### src/logic/pcxlo_params.svh
`ifndef PCXLO_PARAMS_SVH
`define PCXLO_PARAMS_SVH

// Register index of the crossover and line options register, and its byte address.
`define PCXLO_IDX_XOVER 27
`define PCXLO_ADDR_XOVER (`PCXLO_IDX_XOVER * 4)
// Basic control register (holds the reset arm bit) and chip reset control register (holds the port PHY reset bit).
`define PCXLO_ADDR_BASIC_CTRL 8'h00
`define PCXLO_ADDR_CHIP_RST 8'h80

// Field positions in the crossover and line options register.
`define PCXLO_BIT_SRC_SEL 15
`define PCXLO_BIT_AUTO_EN 14
`define PCXLO_BIT_MAN_STATE 13
`define PCXLO_BIT_HB_DIS 11
`define PCXLO_BIT_PLL_HOLD 10
`define PCXLO_BIT_POL_REV 4
`define PCXLO_XOVER_WMASK 16'hec00
`define PCXLO_XOVER_RESET 16'h0000

// Field positions in the basic control and chip reset control registers.
`define PCXLO_BIT_BASIC_RST 15
`define PCXLO_BIT_PORT_RST 1

// Bus responses.
`define PCXLO_RESP_OKAY 2'b00
`define PCXLO_RESP_SLVERR 2'b10

`endif

### src/logic/pcxlo_pkg.sv
package pcxlo_pkg;

  typedef enum logic [2:0]
  {
    PCXLO_MODE_STRAIGHT = 3'b001,
    PCXLO_MODE_CROSS = 3'b010,
    PCXLO_MODE_AUTO = 3'b100
  } pcxlo_mode_t;

endpackage

### src/logic/pcxlo_xover_decode.sv
`timescale 1ns/10ps

module pcxlo_xover_decode
  import pcxlo_pkg::*;
(
  input wire logic i_source_select, // 1: register bits govern crossover
  input wire logic i_auto_enable, // register auto enable bit
  input wire logic i_manual_state, // register manual state bit
  input wire logic i_strap_auto, // auto crossover strap
  input wire logic i_strap_manual, // manual crossover strap
  output pcxlo_mode_t o_mode // resulting crossover mode
);

  // The reserved code 11 is mapped to straight so the line never floats in an undefined mode.
  function automatic pcxlo_mode_t pcxlo_bits_to_mode(input logic auto_en, input logic man_state);
    pcxlo_mode_t m;
    m = PCXLO_MODE_STRAIGHT;
    unique case ({auto_en, man_state})
      2'b00: m = PCXLO_MODE_STRAIGHT;
      2'b01: m = PCXLO_MODE_CROSS;
      2'b10: m = PCXLO_MODE_AUTO;
      2'b11: m = PCXLO_MODE_STRAIGHT;
    endcase
    return m;
  endfunction

  wire pcxlo_mode_t reg_mode;
  wire pcxlo_mode_t strap_mode;

  assign reg_mode = pcxlo_bits_to_mode(i_auto_enable, i_manual_state);
  assign strap_mode = pcxlo_bits_to_mode(i_strap_auto, i_strap_manual & ~i_strap_auto);
  assign o_mode = i_source_select ? reg_mode : strap_mode;

endmodule // pcxlo_xover_decode

### src/logic/pcxlo_top.sv
// Overview of operation
// - One 16-bit register at index 27.
// - Bit 15 set: register bits override straps.
// - Bit 15 clear (reset): straps govern crossover.
// - Bits 14:13 select straight, crossover, auto.
// - Bit 11 set disables heartbeat test.
// - Bit 10 holds 10M receive PLL on reference.
// - Read-only bit 4 shows reversed polarity.
// - Port PHY reset clears control bits if armed.
//
// Decided for this implementation: register access over AXI4-Lite.
`timescale 1ns/10ps
`include "pcxlo_params.svh"

module pcxlo_top
  import pcxlo_pkg::*;
#(
  parameter int ADDR_W = 8
)
(
  input wire logic i_sys_clk, // 40 MHz system clock
  input wire logic i_resetn, // synchronous reset, active low
  input wire logic [ADDR_W-1:0] i_axi_awaddr, // write address
  input wire logic i_axi_awvalid, // write address valid
  output logic o_axi_awready, // write address ready
  input wire logic [31:0] i_axi_wdata, // write data
  input wire logic [3:0] i_axi_wstrb, // write byte strobes
  input wire logic i_axi_wvalid, // write data valid
  output logic o_axi_wready, // write data ready
  output logic [1:0] o_axi_bresp, // write response
  output logic o_axi_bvalid, // write response valid
  input wire logic i_axi_bready, // write response ready
  input wire logic [ADDR_W-1:0] i_axi_araddr, // read address
  input wire logic i_axi_arvalid, // read address valid
  output logic o_axi_arready, // read address ready
  output logic [31:0] o_axi_rdata, // read data
  output logic [1:0] o_axi_rresp, // read response
  output logic o_axi_rvalid, // read data valid
  input wire logic i_axi_rready, // read data ready
  input wire logic i_strap_auto, // auto crossover strap level
  input wire logic i_strap_manual, // manual crossover strap level
  input wire logic i_polarity_reversed, // 10BASE-T receive polarity from the line
  output logic o_crossover_auto_enable, // automatic crossover detection active
  output logic o_crossover_cross, // manual crossover applied
  output logic o_heartbeat_test_disable, // heartbeat test off
  output logic o_rx_pll_reference_hold, // 10M receive PLL held on reference
  output logic o_port_phy_reset // one-cycle port PHY reset pulse
);

  ////////////////////////////////////////////////////////////////////////////////////////////////

  function automatic logic pcxlo_addr_hit(input logic [ADDR_W-1:0] addr, input logic [ADDR_W-1:0] target);
    return addr[ADDR_W-1:2] == target[ADDR_W-1:2];
  endfunction

  localparam logic [ADDR_W-1:0] ADDR_XOVER = ADDR_W'(`PCXLO_ADDR_XOVER);
  localparam logic [ADDR_W-1:0] ADDR_BASIC = ADDR_W'(`PCXLO_ADDR_BASIC_CTRL);
  localparam logic [ADDR_W-1:0] ADDR_CHIP = ADDR_W'(`PCXLO_ADDR_CHIP_RST);

  logic [ADDR_W-1:0] awaddr_q;
  logic [31:0] wdata_q;
  logic [3:0] wstrb_q;
  logic aw_held_q;
  logic w_held_q;
  logic [ADDR_W-1:0] araddr_q;
  logic ar_held_q;
  logic awready_q;
  logic wready_q;
  logic arready_q;
  logic bvalid_q;
  logic [1:0] bresp_q;
  logic rvalid_q;
  logic [1:0] rresp_q;
  logic [31:0] rdata_q;

  logic [15:0] xover_q;
  logic pol_q;
  logic basic_rst_q;
  logic port_rst_q;
  logic auto_q;
  logic cross_q;

  ////////////////////////////////////////////////////////////////////////////////////////////////
  // Write channel handshakes; address and data may arrive in either order.

  wire aw_hs = i_axi_awvalid & awready_q;
  wire w_hs = i_axi_wvalid & wready_q;
  wire do_write = aw_held_q & w_held_q & ~bvalid_q;
  wire aw_held_d = (aw_held_q & ~do_write) | aw_hs;
  wire w_held_d = (w_held_q & ~do_write) | w_hs;
  wire b_done = bvalid_q & i_axi_bready;

  wire wr_xover = do_write & pcxlo_addr_hit(awaddr_q, ADDR_XOVER);
  wire wr_basic = do_write & pcxlo_addr_hit(awaddr_q, ADDR_BASIC);
  wire wr_chip = do_write & pcxlo_addr_hit(awaddr_q, ADDR_CHIP);
  wire wr_mapped = wr_xover | wr_basic | wr_chip;

  // Only the high byte holds writable bits, so lane 1 gates crossover and basic control writes; the port reset request is gated by lane 0.
  wire [15:0] xover_wmask = `PCXLO_XOVER_WMASK;
  // The merge uses the held data word, since the data channel may have moved on by the time the write lands.
  wire [15:0] xover_wr_val = (xover_q & ~xover_wmask) | (wdata_q[15:0] & xover_wmask);
  wire xover_we = wr_xover & wstrb_q[1];

  // A chip-level port reset clears the control bits only while the basic reset bit is armed.
  wire port_rst_req = wr_chip & wstrb_q[0] & wdata_q[`PCXLO_BIT_PORT_RST];
  wire ctrl_clear = port_rst_req & basic_rst_q;
  wire basic_we = wr_basic & wstrb_q[1];

  wire [15:0] xover_d = ctrl_clear ? `PCXLO_XOVER_RESET : (xover_we ? xover_wr_val : xover_q);

  always_ff @(posedge i_sys_clk)
  begin
    if (!i_resetn)
    begin
      aw_held_q <= 1'b0;
      w_held_q <= 1'b0;
      awready_q <= 1'b0;
      wready_q <= 1'b0;
      bvalid_q <= 1'b0;
      bresp_q <= `PCXLO_RESP_OKAY;
    end
    else
    begin
      aw_held_q <= aw_held_d;
      w_held_q <= w_held_d;
      awready_q <= ~aw_held_d;
      wready_q <= ~w_held_d;
      if (do_write)
      begin
        bvalid_q <= 1'b1;
        bresp_q <= wr_mapped ? `PCXLO_RESP_OKAY : `PCXLO_RESP_SLVERR;
      end
      else if (b_done)
      begin
        bvalid_q <= 1'b0;
      end
    end
  end

  always_ff @(posedge i_sys_clk)
  begin
    if (aw_hs)
    begin
      awaddr_q <= i_axi_awaddr;
    end
    if (w_hs)
    begin
      wdata_q <= i_axi_wdata;
      wstrb_q <= i_axi_wstrb;
    end
  end

  ////////////////////////////////////////////////////////////////////////////////////////////////
  // Read channel: one read outstanding, answered the cycle after the address is held.

  wire ar_hs = i_axi_arvalid & arready_q;
  wire do_read = ar_held_q & ~rvalid_q;
  wire ar_held_d = (ar_held_q & ~do_read) | ar_hs;
  wire rd_xover = pcxlo_addr_hit(araddr_q, ADDR_XOVER);
  wire rd_basic = pcxlo_addr_hit(araddr_q, ADDR_BASIC);
  wire rd_chip = pcxlo_addr_hit(araddr_q, ADDR_CHIP);

  wire [15:0] xover_rd_val = (xover_q & xover_wmask) | (16'(pol_q) << `PCXLO_BIT_POL_REV);
  wire [15:0] basic_rd_val = 16'(basic_rst_q) << `PCXLO_BIT_BASIC_RST;
  // The port reset request is write-only and always reads back as zero.
  wire [31:0] rd_val = rd_xover ? {16'h0000, xover_rd_val} : (rd_basic ? {16'h0000, basic_rd_val} : 32'h0000_0000);
  wire rd_mapped = rd_xover | rd_basic | rd_chip;

  always_ff @(posedge i_sys_clk)
  begin
    if (!i_resetn)
    begin
      ar_held_q <= 1'b0;
      arready_q <= 1'b0;
      rvalid_q <= 1'b0;
      rresp_q <= `PCXLO_RESP_OKAY;
      rdata_q <= 32'h0000_0000;
    end
    else
    begin
      ar_held_q <= ar_held_d;
      arready_q <= ~ar_held_d;
      if (do_read)
      begin
        rvalid_q <= 1'b1;
        rdata_q <= rd_val;
        rresp_q <= rd_mapped ? `PCXLO_RESP_OKAY : `PCXLO_RESP_SLVERR;
      end
      else if (rvalid_q & i_axi_rready)
      begin
        rvalid_q <= 1'b0;
      end
    end
  end

  always_ff @(posedge i_sys_clk)
  begin
    if (ar_hs)
    begin
      araddr_q <= i_axi_araddr;
    end
  end

  ////////////////////////////////////////////////////////////////////////////////////////////////
  // Control state and the line-facing outputs.

  wire pcxlo_mode_t mode;

  pcxlo_xover_decode u_decode
  (
    .i_source_select (xover_q[`PCXLO_BIT_SRC_SEL]),
    .i_auto_enable (xover_q[`PCXLO_BIT_AUTO_EN]),
    .i_manual_state (xover_q[`PCXLO_BIT_MAN_STATE]),
    .i_strap_auto (i_strap_auto),
    .i_strap_manual (i_strap_manual),
    .o_mode (mode)
  );

  // The reset bit is self-clearing: it drops once the armed port reset has been issued.
  // Software may also disarm it by writing zero; a write and a port reset never land in one cycle.
  wire basic_rst_d = basic_we ? wdata_q[`PCXLO_BIT_BASIC_RST] : (basic_rst_q & ~ctrl_clear);

  always_ff @(posedge i_sys_clk)
  begin
    if (!i_resetn)
    begin
      xover_q <= `PCXLO_XOVER_RESET;
      pol_q <= 1'b0;
      basic_rst_q <= 1'b0;
      port_rst_q <= 1'b0;
      auto_q <= 1'b0;
      cross_q <= 1'b0;
    end
    else
    begin
      xover_q <= xover_d;
      pol_q <= i_polarity_reversed;
      basic_rst_q <= basic_rst_d;
      port_rst_q <= port_rst_req;
      auto_q <= mode == PCXLO_MODE_AUTO;
      cross_q <= mode == PCXLO_MODE_CROSS;
    end
  end

  assign o_axi_awready = awready_q;
  assign o_axi_wready = wready_q;
  assign o_axi_bvalid = bvalid_q;
  assign o_axi_bresp = bresp_q;
  assign o_axi_arready = arready_q;
  assign o_axi_rvalid = rvalid_q;
  assign o_axi_rresp = rresp_q;
  assign o_axi_rdata = rdata_q;
  assign o_crossover_auto_enable = auto_q;
  assign o_crossover_cross = cross_q;
  assign o_heartbeat_test_disable = xover_q[`PCXLO_BIT_HB_DIS];
  assign o_rx_pll_reference_hold = xover_q[`PCXLO_BIT_PLL_HOLD];
  assign o_port_phy_reset = port_rst_q;

endmodule // pcxlo_top

### config.mk
export PLATFORM = sky130hd
export DESIGN_NAME = pcxlo_top
export DESIGN_NICKNAME = d
export VERILOG_FILES = /design/src/logic/pcxlo_pkg.sv /design/src/logic/pcxlo_xover_decode.sv /design/src/logic/pcxlo_top.sv
export VERILOG_INCLUDE_DIRS = /design/src /design/src/logic
export SDC_FILE = /design/constraint.sdc
export NUM_CORES = 1
export LEC_CHECK = 0
export ABC_AREA = 1
export BUFFER_PORTS_ARGS = -buffer_cell sky130_fd_sc_hd__buf_2
export CELL_PAD_IN_SITES_DETAIL_PLACEMENT = 0
export CELL_PAD_IN_SITES_GLOBAL_PLACEMENT = 2
export CORE_MARGIN = 3
export CORE_UTILIZATION = 24
export DETAILED_ROUTE_END_ITERATION = 7
export PLACE_DENSITY_LB_ADDON = 0.12
export SYNTH_ARGS = -nofsm -noshare
export SYNTH_HDL_FRONTEND = slang
export SYNTH_SLANG_ARGS = --single-unit
### constraint.sdc
create_clock -name i_sys_clk -period 1.2 [get_ports i_sys_clk]
set_input_delay 0.24 -clock i_sys_clk [delete_from_list [all_inputs] [get_ports i_sys_clk]]
set_output_delay 0.24 -clock i_sys_clk [all_outputs]
set_load 0.03 [all_outputs]
==> key figures <==
Power
  – Pleak: 1.13 nW
  – Peak VDD IR: ~0.00057 V
  – PwrDens: about 1300 mW/mm^2

Drt
  – DRT iter0 DRCs: 32
  – Per-cell routed wire length: 11.3 um
  – Final ANT Viol Nets: 0
  – Residual DRC: 0
  – Pre-antenna DRT Iters: 4
  – Vias: 1443
  – DRT Wirelength: 4240 um
  – Vias per cell: 3.84

Yosys
  – Top cells by area, synth: edfxtp_1 30%, dfxtp_1 26%, buf_4 11%, nand2_1 5.7%, inv_1 4.5%
  – Synth Area per Inst: between 9 and 10 um^2
  – Most common cell in the netlist: nand2_1
  – Top cell type's share of synthesized area: a little under a third
  – Syn Std Cell Area: ~0.0020 mm^2
  – Number of flops mapped to enable cells by yosys: 20
  – Sequential element share of the synthesized area: a little under three fifths
  – Post-synth top area cell: edfxtp_1
  – Synth Flop Type: dfxtp_1
  – Post-synthesis cell type count: 24
  – Synth top cells by count: 30 x nand2_1, 28 x buf_4, 26 x dfxtp_1
  – Post-synthesis cell count: 212
  – Synth Register Bits: between 40 and 50
  – Asr flop ratio synth: 0%
  – Ys Warns: 0

Global route
  – Maximum number of pins on one net before global-route repair: 15
  – Grt ovf: 0
  – Total GRT Usage: a little under a tenth
  – Antenna violations before repair: 0
  – Vias in the first global route: around 1400
  – Global-route wire length before repair: just under 7000 um

STA
  – Unrepaired setup endpoints after global routing: true
  – Final setup violation count: 0
  – Final cycle utilization of the critical path: about 96%
  – Hold slack final: about 0.11 ns
  – Fin. Hold Viols: 0
  – Worst setup margin: between 0.05 and 0.06 ns
  – Fmax: about 0.87 GHz
  – Worst Skew: 0.00726 ns
  – Final slew viol count: 0
  – Clock period minus worst slack: roughly 1.1 ns

Clocking
  – H-tree depth: 2
  – Total CTS buffers: 5
  – CTS Root Cell: clkbuf_8
  – Clock slew at reported path FFs: approximately 0.09 ns
  – Later-pin clock latency in the skew report: 0.30 ns
  – Max clock buf depth: 2
  – CTS tree: yes
  – CTS Sinks: 46
  – Hold buffers post-CTS: 0

Status
  – Run status: finished clean

Worst hold path
  – Worst hold path class: input pin to flip-flop

Setup path
  – Critical Path Sink Type: flip-flop
  – CP peak stage delay: approximately 0.39 ns
  – Worst path slowest cell: edfxtp_1
  – Crit path max fanout: 5
  – Crit path DAT: between 1 and 1.5 ns
  – Chain of cells forming the critical path: nor2_1, inv_1, nor2_2, nand4_1, nand2_2, a21oi_1
  – Worst EP required: approximately 1.4 ns
  – Critical Path Source Type: flip-flop
  – Critical setup path kind: flip-flop to flip-flop

Final layout
  – # diodes: 0
  – Area growth syn-to-layout: 25.9%
  – Fin area: approximately 0.0025 mm^2
  – Share of layout cells above drive strength 1: around 33%
  – Layout Cells excl Fill: 376
  – # nets final: 337

Placement
  – DP HPWL: around 3200 um
  – Dpl cells: 364
  – GP Congestion: approximately 0.72
  – Port bufs: 47
  – Placement Cell Area: 0.00227 mm^2
  – DP Worst Slack: -0.0271 ns

Floorplanning
  – DIE HEIGHT: just under 100 um
  – Die ar.: about 0.0094 mm^2
  – IO Pins: 108
  – Starting density of the core: between 20% and 30%
  – Row Count: 32
  – Die Span X: ~97 um
  – Core area: ~0.0079 mm^2

Run
  – Max cap viols: 0
cells by family (layout without fill, tap and decap cells):
group | count (synthesis) | after routing | synth area share [%]
AND/OR/NAND/NOR | 81 | 81 | 19.4
buffers and inverters | 55 | 90 | 15.8
flip-flops | 46 | 46 | 56.5
AO/OA/AOI/OAI | 27 | 27 | 6.94
adder cells (fa/ha/maj) | 2 | 2 | 1.26
other | 1 | 28 | 0.189
cells in the final DEF, fill, tap and decap left out, types with 3 or more instances in the layout:
cell type	Yosys	final
buf_2	1	44
nand2_1	30	28
conb_1	1	28
inv_1	24	23
dfxtp_1	26	20
edfxtp_1	20	20
nor2_1	22	18
a21oi_1	16	14
nand3_1	14	13
buf_4	28	10
o21ai_0	10	9
nor2_2	3	6
clkbuf_8	0	5
dfxtp_2	0	4
nand4_1	3	3
layer usage:
metal  global-route usage (%)  wire length, um
met3                     4.04              256
met5                        0                0
met1                     11.0             1850
met4                     2.92               34
met2                     14.9             2100
registers in the layout (all words and copies together) (netlist names):
| signal | count |
|---|---|
| pol_q | 1 |
| o_crossover_cross | 1 |
| awaddr_q | 6 |
| wstrb_q | 2 |
| o_axi_rvalid | 1 |
| aw_held_q | 1 |
| o_axi_arready | 1 |
| xover_q | 5 |
| o_axi_rresp | 1 |
| wdata_q | 6 |
| araddr_q | 6 |
| o_axi_wready | 1 |
| basic_rst_q | 1 |
| o_crossover_auto_enable | 1 |
| o_port_phy_reset | 1 |
| o_axi_bresp | 1 |
| o_axi_bvalid | 1 |
| o_axi_rdata | 6 |
| w_held_q | 1 |
| ar_held_q | 1 |
| o_axi_awready | 1 |
through the flow:
stage                     total power (W)  utilization, %  TNS [ns]
after floorplan                   0.00209               -         0
after global placement            0.00213            28.8   -0.0542
after detailed placement          0.00213            28.8    -0.102
after CTS                         0.00331            30.4         0
after global routing              0.00343            31.7    -0.118
final                             0.00324            31.7         0
power breakdown:
group          switching [W]  internal [W]  leakage, nW  total [W]
clock network       0.000518      0.000622       0.0514    0.00114
logic               0.000280     0.0000935        0.678   0.000374
registers          0.0000310       0.00170        0.401    0.00173
total               0.000830       0.00241         1.13    0.00324
layout make-up:
cell class,count,area (um^2)
fill,873,5390
sequential,46,1130
multi-input combinational,138,712
timing repair buffer,57,322
tap,102,128
inverter,25,93.8
clock buffer,6,72.6
clock inverter,2,37.5
final timing paths:
kind | start | to | slack, ns | depth (start not counted)
hold reg to reg | pol_q | o_axi_rdata[4] | 0.47 | 2
setup reg to reg | awaddr_q[3] | xover_q[11] | 0.05 | 6
setup / recovery | awaddr_q[3] | xover_q[11] | 0.05 | 6
hold / removal | i_axi_wdata[1] | wdata_q[1] | 0.11 | 1
repair_timing:
item,CTS,global route
hold endpoints to repair,0,0
endpoints found under the setup margin,8,16
pin swaps,1,8
setup buffers,1,3
resized for setup,3,25
worst max-delay path: cells and delay by family, from the launching register on:
kind,cells,cell delay [ns]
and+or+nand+nor,4,0.52
buffers and inverters,1,0.06
AOI/OAI and AO/OA,1,0.06
DFF,1,0.39
Note: power is estimated with default switching activity, not from simulation.
